**src/hdl/mcr_pkg.sv**
```systemverilog
package mcr_pkg;

	////////////////////////////////////////////////////////////////////////
	// Register map and layout
	localparam logic [3:0]  MCR_OFFSET_ONE = 4'h0;
	localparam logic [15:0] MCR_RESET      = 16'h0000;
	// Writable bits; reserved 13, 12, 9, 7, 5 are never stored
	localparam logic [15:0] MCR_WR_MASK    = 16'hCD5F;
	localparam int          MCR_BIT_INH_A  = 15;
	localparam int          MCR_BIT_INH_B  = 14;
	localparam int          MCR_PSEL_HI    = 11;
	localparam int          MCR_PSEL_LO    = 10;
	localparam int          MCR_BIT_MON_EN = 8;
	localparam int          MCR_BIT_RT_EN  = 6;
	localparam int          MCR_BIT_RT_GO  = 4;
	localparam logic [15:0] MCR_MAP1_ADDR  = 16'h000B;

	////////////////////////////////////////////////////////////////////////
	// Serial op codes
	localparam logic [7:0]  MCR_OP_WR      = 8'h10;
	localparam logic [7:0]  MCR_OP_PSEL    = 8'hD8;
	localparam logic [7:0]  MCR_OP_RD      = 8'h80;
	localparam logic [7:0]  MCR_OP_FA_WR   = 8'h40;

	typedef enum logic [5:0] {
		MCR_ST_OP    = 6'h01,
		MCR_ST_WR_HI = 6'h02,
		MCR_ST_WR_LO = 6'h04,
		MCR_ST_RD    = 6'h08,
		MCR_ST_FA_HI = 6'h10,
		MCR_ST_FA_LO = 6'h20
	} mcr_state_e;

	function automatic logic mcr_is_psel(input logic [7:0] op);
		return op[7:2] == MCR_OP_PSEL[7:2];
	endfunction : mcr_is_psel

endpackage : mcr_pkg

```
**src/hdl/mcr_spi_if.sv**
```systemverilog
`timescale 1ns/100ps
interface mcr_spi_if;
	logic [7:0]  rx_byte;
	logic        byte_vld;
	logic        frame_act;
	logic [15:0] tx_word;
	logic        tx_load;

	modport shift (output rx_byte, byte_vld, frame_act,
		input tx_word, tx_load);
	modport ctrl (input rx_byte, byte_vld, frame_act,
		output tx_word, tx_load);
endinterface : mcr_spi_if

```
**src/hdl/mcr_spi_shift.sv**
```systemverilog
`timescale 1ns/100ps
module mcr_spi_shift
	import mcr_pkg::*;
(
	input  wire logic clk_sys,
	input  wire logic reset,
	input  wire logic spi_sck,
	input  wire logic spi_cs_n,
	input  wire logic spi_mosi,
	output logic      spi_miso,
	mcr_spi_if.shift  bus
);

	typedef struct packed {
		logic        sck;
		logic [2:0]  cnt;
		logic [7:0]  sh;
		logic [15:0] out_sh;
		logic        miso;
		logic        vld;
		logic        act;
	} mcr_shift_s;

	mcr_shift_s s_q;
	mcr_shift_s s_d;

	////////////////////////////////////////////////////////////////////////
	// Mode 0: sample on rising edge, shift out on falling edge.
	// Edges are seen by oversampling, so sck must stay below clk_sys / 8.
	always_comb begin
		s_d     = s_q;
		s_d.sck = spi_sck;
		s_d.vld = 1'b0;
		s_d.act = !spi_cs_n;
		if (spi_cs_n) begin
			s_d.cnt = 3'h0;
		end else if (spi_sck && !s_q.sck) begin
			s_d.sh  = {s_q.sh[6:0], spi_mosi};
			s_d.cnt = s_q.cnt + 3'h1;
			s_d.vld = s_q.cnt == 3'h7;
		end else if (!spi_sck && s_q.sck) begin
			s_d.miso   = s_q.out_sh[15];
			s_d.out_sh = {s_q.out_sh[14:0], 1'b0};
		end
		// Loaded after the last rising edge, first bit leaves on next fall
		if (bus.tx_load) begin
			s_d.out_sh = bus.tx_word;
		end
	end

	always_ff @(posedge clk_sys) begin
		if (reset) begin
			s_q <= '0;
		end else begin
			s_q <= s_d;
		end
	end

	assign spi_miso      = s_q.miso;
	assign bus.rx_byte   = s_q.sh;
	assign bus.byte_vld  = s_q.vld;
	assign bus.frame_act = s_q.act;

endmodule : mcr_spi_shift

```
**src/hdl/mcr_master_config.sv**
```systemverilog
// Functional notes
// - The 16-bit register is host read-write and clears on master reset.
// - Monitor and terminal soft resets leave the register untouched.
// - Bit 15 ORed with the bus A pin blocks all bus A transmission.
// - Bit 14 ORed with the bus B pin blocks all bus B transmission.
// - Bits 13, 12, 9, 7 and 5 have no function and read zero.
// - A pointer-select op code is a whole one-byte transaction.
// - Bit 8 enables the monitor, which starts on the first record start.
// - Clearing bit 8 mid-message lets that message finish first.
// - Bit 6 low keeps the terminal off; high lets bit 4 decide.
// - With bit 6 set, bit 4 starts the terminal and clearing it stops it.
`timescale 1ns/100ps
module mcr_master_config
	import mcr_pkg::*;
(
	input  wire logic   clk_sys,
	input  wire logic   reset,
	input  wire logic   master_reset_pin_n,
	input  wire logic   spi_sck,
	input  wire logic   spi_cs_n,
	input  wire logic   spi_mosi,
	output logic        spi_miso,
	input  wire logic   tx_block_pin_a,
	input  wire logic   tx_block_pin_b,
	input  wire logic   monitor_soft_reset,
	input  wire logic   terminal_soft_reset,
	input  wire logic   mon_record_start,
	input  wire logic   mon_msg_busy,
	output logic        tx_block_bus_a,
	output logic        tx_block_bus_b,
	output logic [1:0]  pointer_select_field,
	output logic [15:0] active_pointer_addr,
	output logic [15:0] fast_pointer,
	output logic        monitor_enable_bit,
	output logic        monitor_active,
	output logic        terminal_enable_bit,
	output logic        terminal_start_execution,
	output logic        terminal_running
);

	typedef struct packed {
		mcr_state_e  state;
		logic [15:0] cfg;
		logic [7:0]  hi;
		logic [15:0] fast_ptr;
		logic [15:0] act_ptr;
		logic        mon_act;
		logic        inh_a;
		logic        inh_b;
		logic        rt_run;
		logic        tx_load;
		logic [15:0] tx_word;
	} mcr_state_s;

	localparam mcr_state_s MCR_STATE_RST = '{state: MCR_ST_OP,
		cfg: MCR_RESET, default: '0};

	mcr_state_s s_q;
	mcr_state_s s_d;
	mcr_spi_if  spi ();

	mcr_spi_shift u_shift (
		.clk_sys  (clk_sys),
		.reset    (reset),
		.spi_sck  (spi_sck),
		.spi_cs_n (spi_cs_n),
		.spi_mosi (spi_mosi),
		.spi_miso (spi_miso),
		.bus      (spi.shift)
	);

	////////////////////////////////////////////////////////////////////////
	// Op code decoding; soft resets have no path into this logic
	always_comb begin
		s_d         = s_q;
		s_d.tx_load = 1'b0;
		if (!spi.frame_act) begin
			s_d.state = MCR_ST_OP;
		end else if (spi.byte_vld) begin
			unique case (s_q.state)
				MCR_ST_OP: begin
					if (spi.rx_byte == MCR_OP_WR) begin
						s_d.state = MCR_ST_WR_HI;
					end else if (mcr_is_psel(spi.rx_byte)) begin
						// Stays in op state: no data byte follows
						s_d.cfg[MCR_PSEL_HI:MCR_PSEL_LO] =
							spi.rx_byte[1:0];
					end else if (spi.rx_byte == MCR_OP_RD) begin
						s_d.tx_word = s_q.cfg;
						s_d.tx_load = 1'b1;
						s_d.state   = MCR_ST_RD;
					end else if (spi.rx_byte == MCR_OP_FA_WR) begin
						s_d.state = MCR_ST_FA_HI;
					end
				end
				MCR_ST_WR_HI: begin
					s_d.hi    = spi.rx_byte;
					s_d.state = MCR_ST_WR_LO;
				end
				MCR_ST_WR_LO: begin
					s_d.cfg   = {s_q.hi, spi.rx_byte} & MCR_WR_MASK;
					s_d.state = MCR_ST_OP;
				end
				MCR_ST_FA_HI: begin
					s_d.hi    = spi.rx_byte;
					s_d.state = MCR_ST_FA_LO;
				end
				MCR_ST_FA_LO: begin
					s_d.fast_ptr = {s_q.hi, spi.rx_byte};
					s_d.state    = MCR_ST_OP;
				end
				MCR_ST_RD: begin
					// Extra clocks of a read shift out zeros
				end
			endcase
		end
		s_d.inh_a   = s_q.cfg[MCR_BIT_INH_A] || tx_block_pin_a;
		s_d.inh_b   = s_q.cfg[MCR_BIT_INH_B] || tx_block_pin_b;
		s_d.act_ptr = MCR_MAP1_ADDR
			+ {14'h0000, s_q.cfg[MCR_PSEL_HI:MCR_PSEL_LO]};
		s_d.rt_run  = s_q.cfg[MCR_BIT_RT_EN]
			&& s_q.cfg[MCR_BIT_RT_GO];
		if (!s_q.mon_act) begin
			s_d.mon_act = s_q.cfg[MCR_BIT_MON_EN] && mon_record_start;
		end else if (!s_q.cfg[MCR_BIT_MON_EN] && !mon_msg_busy) begin
			s_d.mon_act = 1'b0;
		end
	end

	always_ff @(posedge clk_sys) begin
		if (reset || !master_reset_pin_n) begin
			s_q <= MCR_STATE_RST;
		end else begin
			s_q <= s_d;
		end
	end

	assign tx_block_bus_a           = s_q.inh_a;
	assign tx_block_bus_b           = s_q.inh_b;
	assign pointer_select_field     = s_q.cfg[MCR_PSEL_HI:MCR_PSEL_LO];
	assign active_pointer_addr      = s_q.act_ptr;
	assign fast_pointer             = s_q.fast_ptr;
	assign monitor_enable_bit       = s_q.cfg[MCR_BIT_MON_EN];
	assign monitor_active           = s_q.mon_act;
	assign terminal_enable_bit      = s_q.cfg[MCR_BIT_RT_EN];
	assign terminal_start_execution = s_q.cfg[MCR_BIT_RT_GO];
	assign terminal_running         = s_q.rt_run;
	assign spi.tx_word              = s_q.tx_word;
	assign spi.tx_load              = s_q.tx_load;

	////////////////////////////////////////////////////////////////////////
	// Checks
	logic rst_any;
	logic op_byte;
	assign rst_any = reset || !master_reset_pin_n;
	assign op_byte = spi.frame_act && spi.byte_vld && s_q.state == MCR_ST_OP;

	property p_mr_clear;
		@(posedge clk_sys) disable iff (reset)
		!master_reset_pin_n |=> s_q.cfg == 16'h0000 && !terminal_running;
	endproperty
	a_mr_clear: assert property (p_mr_clear)
		else $error("config not cleared by master reset");

	property p_soft_keep;
		@(posedge clk_sys) disable iff (rst_any)
		(monitor_soft_reset || terminal_soft_reset)
			&& !spi.byte_vld |=> $stable(s_q.cfg);
	endproperty
	a_soft_keep: assert property (p_soft_keep)
		else $error("config changed on soft reset");

	property p_inh_a;
		@(posedge clk_sys) disable iff (rst_any)
		tx_block_pin_a |=> tx_block_bus_a;
	endproperty
	a_inh_a: assert property (p_inh_a)
		else $error("bus A pin did not block transmit");

	property p_inh_b;
		@(posedge clk_sys) disable iff (rst_any)
		s_q.cfg[MCR_BIT_INH_B] && !spi.byte_vld |=> ##1 tx_block_bus_b;
	endproperty
	a_inh_b: assert property (p_inh_b)
		else $error("bus B bit did not block transmit");

	property p_rsvd;
		@(posedge clk_sys) disable iff (rst_any)
		s_q.tx_load |-> (s_q.tx_word & ~MCR_WR_MASK) == 16'h0000;
	endproperty
	a_rsvd: assert property (p_rsvd)
		else $error("reserved bit read as one");

	property p_psel;
		@(posedge clk_sys) disable iff (rst_any)
		op_byte && mcr_is_psel(spi.rx_byte) |=>
			pointer_select_field == $past(spi.rx_byte[1:0])
			&& s_q.state == MCR_ST_OP
			&& ((s_q.cfg ^ $past(s_q.cfg)) & 16'hF3FF) == 16'h0000
			##1 active_pointer_addr == MCR_MAP1_ADDR
			+ {14'h0000, pointer_select_field};
	endproperty
	a_psel: assert property (p_psel)
		else $error("pointer select op code misbehaved");

	property p_mon_start;
		@(posedge clk_sys) disable iff (rst_any)
		!monitor_active && monitor_enable_bit && mon_record_start
			|=> monitor_active;
	endproperty
	a_mon_start: assert property (p_mon_start)
		else $error("monitor did not start");

	property p_mon_finish;
		@(posedge clk_sys) disable iff (rst_any)
		monitor_active && mon_msg_busy |=> monitor_active;
	endproperty
	a_mon_finish: assert property (p_mon_finish)
		else $error("monitor stopped mid-message");

	property p_rt_off;
		@(posedge clk_sys) disable iff (rst_any)
		!terminal_enable_bit [*2] |-> !terminal_running;
	endproperty
	a_rt_off: assert property (p_rt_off)
		else $error("terminal ran while disabled");

	property p_rt_go;
		@(posedge clk_sys) disable iff (rst_any)
		(terminal_enable_bit && terminal_start_execution) [*2]
			|-> terminal_running;
	endproperty
	a_rt_go: assert property (p_rt_go)
		else $error("terminal not running when started");

	property p_fast;
		@(posedge clk_sys) disable iff (rst_any)
		spi.frame_act && spi.byte_vld && s_q.state == MCR_ST_FA_LO |=>
			fast_pointer == {s_q.hi, $past(spi.rx_byte)}
			&& $stable(pointer_select_field);
	endproperty
	a_fast: assert property (p_fast)
		else $error("fast pointer write wrong");

	c_write: cover property (@(posedge clk_sys)
		spi.byte_vld && s_q.state == MCR_ST_WR_LO);
	c_psel: cover property (@(posedge clk_sys)
		op_byte && mcr_is_psel(spi.rx_byte));
	c_read: cover property (@(posedge clk_sys) s_q.tx_load);
	c_mon_tail: cover property (@(posedge clk_sys)
		monitor_active && !monitor_enable_bit && mon_msg_busy);

endmodule : mcr_master_config

```
**config.mk**
```make
export PLATFORM = sky130hd
export DESIGN_NAME = mcr_master_config
export DESIGN_NICKNAME = d
export VERILOG_FILES = /design/src/hdl/mcr_pkg.sv /design/src/hdl/mcr_spi_if.sv /design/src/hdl/mcr_spi_shift.sv /design/src/hdl/mcr_master_config.sv
export SDC_FILE = /design/constraint.sdc
export NUM_CORES = 1
export LEC_CHECK = 0
export ABC_CLOCK_PERIOD_IN_PS = 3400
export BUFFER_PORTS_ARGS = -buffer_cell sky130_fd_sc_hd__buf_2
export CAP_MARGIN = 25
export CORE_ASPECT_RATIO = 1.25
export CORE_MARGIN = 1
export CORE_UTILIZATION = 60
export DETAILED_ROUTE_END_ITERATION = 8
export GPL_TIMING_DRIVEN = 0
export PLACE_DENSITY = 0.87
export SYNTH_ARGS = -nofsm -noshare
export SYNTH_HDL_FRONTEND = slang
export SYNTH_HIERARCHICAL = 1
export SYNTH_SLANG_ARGS = --single-unit
```
**constraint.sdc**
```tcl
create_clock -name clk_sys -period 3.4 [get_ports clk_sys]
set_input_delay 0.68 -clock clk_sys [delete_from_list [all_inputs] [get_ports clk_sys]]
set_output_delay 0.68 -clock clk_sys [all_outputs]
set_load 0.02 [all_outputs]
```
## Yosys cells after proc, flatten, opt, wreduce, memory -nomap -nowiden

Cells that the tools add are included.

- $add $sub $neg: 2
- Equality and inequality tests: 16
- Multiplexer cells: 16
- Bitwise operators: 7
- Reduce and logical (&&, ||, !) cells: 32

Operators with widths:

| operator | count |
|---|---|
| 17-bit 2-to-1 mux | 3 |
| 6-bit 2-to-1 mux | 4 |
| 6-bit case mux with 4 select lines | 1 |
| 18-bit 2-to-1 mux | 1 |
| 16-bit 2-to-1 mux | 1 |
| 3-bit AND reduction | 5 |
| 6-bit == test (second input constant) | 2 |
| 8-bit by 5-bit == test with 1-bit output (second input constant) | 1 |
| 8-bit by 7-bit == test with 1-bit output (second input constant) | 1 |
| 8-bit == test (second input constant) | 1 |
| 2-bit OR reduction | 4 |
| 1-bit inverter | 7 |
| 6-bit by 1-bit == test with 1-bit output (second input constant) | 1 |
| 6-bit by 2-bit == test with 1-bit output (second input constant) | 1 |
| 6-bit by 3-bit == test with 1-bit output (second input constant) | 1 |
| 6-bit by 5-bit == test with 1-bit output (second input constant) | 1 |
| 1-bit logical NOT | 6 |
| 2-bit inequality test (second input constant) | 3 |
| 6-bit AND reduction | 1 |
| 6-bit OR reduction | 1 |
| 4-bit by 2-bit adder with 5-bit output (first input constant) | 1 |
| 1-bit logical AND | 5 |
| 5-bit AND reduction | 1 |
| 2-bit 2-to-1 mux | 2 |
| other kinds (13) | 18 |

- Flip-flop bits (word level): 104
- Input bits: 12
- Output and inout port bits: 42
- Word-level logic and storage cells: 92

## Longest topological paths before layout

- Depth in word-level cells: 6
- Depth in mapped cells: 7
- Gate-level depth less buffers: 6

## Modules after synthesis

The synthesis kept the hierarchy.

Modules (own cells, without submodules):

| module | instances | cells an instance | area an instance (um^2) | sequential area each (um^2) |
|---|---|---|---|---|
| mcr_master_config | 1 | 278 | 2733.9 | 1221.2 |
| mcr_spi_shift | 1 | 147 | 1397.6 | 620.6 |

## Least setup slack after synthesis

No wires, ideal clock.

- Kind: register to register
- Start point: register u_shift.s_q, in the netlist u_shift/bus.rx_byte[0]
- End point: register s_q, in the netlist spi.tx_word[10]
- Library setup time: 126 ps
- Arrival: 1666 ps
- Data required time: 3274 ps
- Setup slack: 1608 ps
- Stages on the path, launching flop included: 8
- Path buffers: 2
- Period minus slack after synthesis: 1792 ps
- Cells stage by stage: dfxtp_1 buf_4 or4_4 nor3_4 nand4_2 buf_6 mux2i_1 nor2_1

- Longest elaborated chain between the ends: 3
- Elaborated cells between the ends (all ways): 4
- Those cells by class: eq/ne: 2; bitwise: 1; reduce/logical: 1

Ends and longest elaborated chain:

| item | line | RTL |
|---|---|---|
| from (decl) | mcr_spi_shift.sv:24 | `mcr_shift_s s_q;` |
| from (signal assigned) | mcr_spi_shift.sv:53 | `s_q <= '0;` |
| from (signal assigned) | mcr_spi_shift.sv:55 | `s_q <= s_d;` |
| 8-bit by 5-bit == test with 1-bit output | mcr_master_config.sv:82 | `if (spi.rx_byte == MCR_OP_WR) begin` |
| 1-bit inverter (no line) | n/a |  |
| 6-bit AND reduction (no line) (*) | n/a |  |
| to (signal assigned) | mcr_master_config.sv:132 | `s_q <= MCR_STATE_RST;` |
| to (signal assigned) | mcr_master_config.sv:134 | `s_q <= s_d;` |
| to (decl) | mcr_master_config.sv:58 | `mcr_state_s s_q;` |

Mark *: on every way between the ends. The rest lies on a longest branch, timed or not.
A chain may end at the register's enable or synchronous reset.

## Worst setup path after layout

Ends and elaborated chain as after synthesis.

==> flow_metrics.py <==
metrics = {
    "cells_and_area": {
        "nFillCells": 498,
        "areaGrowthSynthToFinish_pct": 13.7,
        "drive_above_1_share_pct": 26.9,
        "fin_util_pct": 71.1,
        "nNetsFinal": 505,
        "finalInstanceArea_sq_mm": 0.00470,
        "n_antenna_cell": 0,
    },
    "synthesis": {
        "synth-edff-count": 0,
        "avgSynthCellArea_sq_um": 9.72,
        "synth_largest_area_cell": "dfxtp_1",
        "yosysWarnings": 6,
        "ys_ff_latch": 92,
        "synthDistinctLibCells": 49,
        "yosys.area.top_type_share_pct": 44.6,
        "netlist_instances": 425,
        "synth_area_sq_mm": 0.00413,
        "ys.flop_type": "dfxtp_1",
        "synth_area_leaders": "dfxtp_1, mux2i_1, buf_4",
        "synthArstFlopShare_pct": 0,
        "seq_area_frac_synth_pct": 44.6,
    },
    "grt": {
        "grt.overflow.total": 0,
        "grt_antenna_before_repair": 0,
        "grt_use_total_pct": 23.1,
        "grt_pass1_vias": 2845,
        "grt_pass1_wl_microns": 13000,
        "grt_start_max_net_pins": 17,
    },
    "run_status": {
        "status": "completed",
    },
    "critical_path": {
        "worst_r2r_path_depth": 7,
        "end_kind": "flop",
        "reg2reg_from": "u_shift/bus.rx_byte[0]",
        "reg2reg_slack_ns": 1.43,
        "crit_slowest_cell": "or4_4",
        "cp-start-kind": "flop",
        "critPathKind": "reg -> reg",
        "crit_required_ns": 3.64,
        "cp_max_fo": 10,
        "slowest_delay_ns": 0.56,
        "r2r-end": "spi.tx_word[10]",
        "cp.arrival_ns": 2.21,
        "path_cells": "buf_4 > or4_4 > nor3_4 > nand4_2 > buf_6 > mux2i_1 > nor2_1",
    },
    "cts": {
        "cts_hold_buf": 0,
        "cts_buffers": 9,
        "htree_levels": 3,
        "clk_path_buf_depth": 2,
        "clkLatencyLatePin_ns": 0.36,
        "cts_tree": "yes",
        "cts_sinks": 92,
        "post_cts_buffers": 0,
        "clkTransAtPathRegs_ns": 0.09,
        "cts-resized-gates": 0,
        "root_buffer": "clkbuf_8",
    },
    "route": {
        "wl_per_cell_microns": 13.6,
        "viasPerCell": 5.21,
        "drt-total-wl_microns": 7920,
        "route.detailed.drc": 0,
        "first_pass_iters": 5,
        "drtAntennaViolNets": 0,
        "drtIter0Drc": 145,
        "via_count": 3030,
    },
    "power_and_ir_drop": {
        "p_int_mw": 1.48,
        "leakage_nw": 1.95,
        "p_clk_share_pct": 38.9,
        "p_switching_mw": 0.446,
        "combPwrFrac_pct": 4.9,
        "cellPowerDensity_mw_per_mm2": 411,
        "pwr-share-seq_pct": 56.2,
        "switching_share_pct": 23.1,
        "vdd_ir_drop_max_v": 0.000362,
    },
    "timing": {
        "slew_headroom_pct": 47.9,
        "drv_slew": 0,
        "fin_crit_sh_pct": 58.0,
        "rsz0062_at_grt": "no",
        "setup_viol": 0,
        "min_period_ns": 1.97,
        "hold_slack_ns": 0.454,
        "fmax_mhz": 507,
        "max_slew.worst_pin.slew_ns": 0.778,
        "hold_violations": 0,
        "skew_ns": 0.00889,
        "fin_tns_setup_ns": 0,
    },
    "worst_hold_path": {
        "hp-class": "reg -> reg",
        "whs_path_depth": 2,
        "hold_path_end": "u_shift/spi_miso",
        "min-delay-start": "u_shift/spi_miso",
    },
    "floorplan": {
        "die_x_microns": 76.2,
        "pin_count": 54,
        "core_area_sq_mm": 0.00661,
        "die-area_sq_mm": 0.00722,
        "initial_utilization_pct": 62.5,
        "num_rows": 33,
        "die_h_microns": 94.8,
    },
    "placed_design": {
        "gp_congestion": 0.822,
        "io_buffers": 38,
        "hpwlAfterDp_microns": 5760,
        "postPlaceCellArea_sq_mm": 0.00449,
    },
    "job": {
        "cap_violations": 0,
    },
}
[power by group through the flow]
stage	Sequential, mW	Combinational [mW]	Clock [mW]
global placement	1.11	0.0916	0
floorplan	1.11	0.0726	0
global route	1.09	0.102	0.811
finish	1.09	0.0942	0.751
CTS	1.09	0.0933	0.766
detailed placement	1.11	0.0931	0
[kinds of logic (layout without fill, tap and decap cells)]
logic type | Yosys count | in the layout | synth area share, %
and+or+nand+nor | 133 | 133 | 16.3
adders and majority gates | 3 | 3 | 0.909
muxes | 60 | 60 | 14.5
AOI/OAI and AO/OA | 46 | 46 | 8.75
buffers and inverters | 85 | 139 | 13.8
other | 1 | 17 | 0.0908
DFF | 92 | 92 | 44.6
xor gates and xnor gates | 5 | 5 | 1.06
[registers in the layout, summed over array words and instances (netlist names)]
name / cells
spi.tx_word: 11
monitor_active: 1
tx_block_bus_b: 1
u_shift/bus.byte_vld: 1
tx_block_bus_a: 1
terminal_enable_bit: 1
s_q: 20
pointer_select_field: 2
monitor_enable_bit: 1
spi.tx_load: 1
u_shift/s_q: 20
u_shift/bus.rx_byte: 8
active_pointer_addr: 4
terminal_running: 1
fast_pointer: 16
terminal_start_execution: 1
u_shift/bus.frame_act: 1
u_shift/spi_miso: 1
[through the flow]
| stage | std cells | setup WS (ns) | power (mW) |
|---|---|---|---|
| floorplan | 441 | 1.61 | 1.18 |
| global placement | 566 | 1.50 | 1.20 |
| detailed placement | 566 | 1.43 | 1.20 |
| CTS | 582 | 1.44 | 1.94 |
| global route | 582 | 1.30 | 2.00 |
| finish | 582 | 1.43 | 1.93 |
[layout by cell type, fill, tap and decap left out, types with 2 or more instances in the layout]
cell,instances
dfxtp_1,92
nor2_1,67
mux2i_1,60
buf_2,46
buf_4,44
nand2_1,27
a21oi_1,19
inv_1,18
conb_1,17
clkbuf_8,13
a221oi_2,9
a221oi_1,6
nor3_1,5
o21ai_0,5
buf_6,5
nand3b_1,4
buf_1,4
nand4_1,4
xnor2_1,3
nor2b_1,3
ha_1,3
clkinvlp_4,3
clkbuf_1,2
and2_1,2
nor4b_1,2
xor2_1,2
nor3b_1,2
a211oi_1,2
and3_1,2
inv_6,2
[cell type report]
type / instances / area, sq um / area share [%]
Inverter: 18 / 67.6 / 1.44
Tap cell: 87 / 109 / 2.32
Clock inverter: 6 / 70.1 / 1.49
Buffer: 67 / 503 / 10.7
Sequential cell: 92 / 1840 / 39.2
Multi-Input combinational cell: 264 / 1780 / 37.9
Clock buffer: 10 / 138 / 2.93
Timing Repair Buffer: 38 / 190 / 4.05
[cell usage after synthesis (4+ instances only)]
library cell / instances
nand4_1: 4
nand3b_1: 4
buf_4: 44
buf_6: 5
buf_2: 8
nor2_1: 67
buf_1: 4
o21ai_0: 5
a221oi_2: 9
nand2_1: 27
dfxtp_1: 92
nor3_1: 5
a221oi_1: 6
a21oi_1: 19
mux2i_1: 60
inv_1: 18
[layer usage]
metal	routed length (microns)	share of wire, %	track usage (%)
met2	4070	51	41.1
met1	3430	43	26.3
met3	282	3.6	3.57
met4	140	1.8	13.6
met5	0	0	0
[critical path: cells and delay by family (launching register included)]
family                 cells  cell delay (ns)
and+or+nand+nor            4             1.01
buffers and inverters      2             0.35
DFF                        1             0.33
muxes                      1             0.15
[how the worst max path moves through the flow]
| stage | start | cells past startpoint | slack, ns | endpoint |
|---|---|---|---|---|
| after detailed placement | reset | 8 | 1.43 | s_q[80] |
| final | u_shift/bus.rx_byte[0] | 7 | 1.43 | spi.tx_word[10] |
| after global routing | s_q[81] | 6 | 1.30 | s_q[75] |
| after floorplan | u_shift/bus.rx_byte[0] | 7 | 1.61 | spi.tx_word[10] |
| after global placement | u_shift/bus.rx_byte[0] | 7 | 1.50 | spi.tx_word[10] |
| after CTS | u_shift/bus.rx_byte[0] | 7 | 1.44 | spi.tx_word[10] |
(Power assumes the default switching activity.)
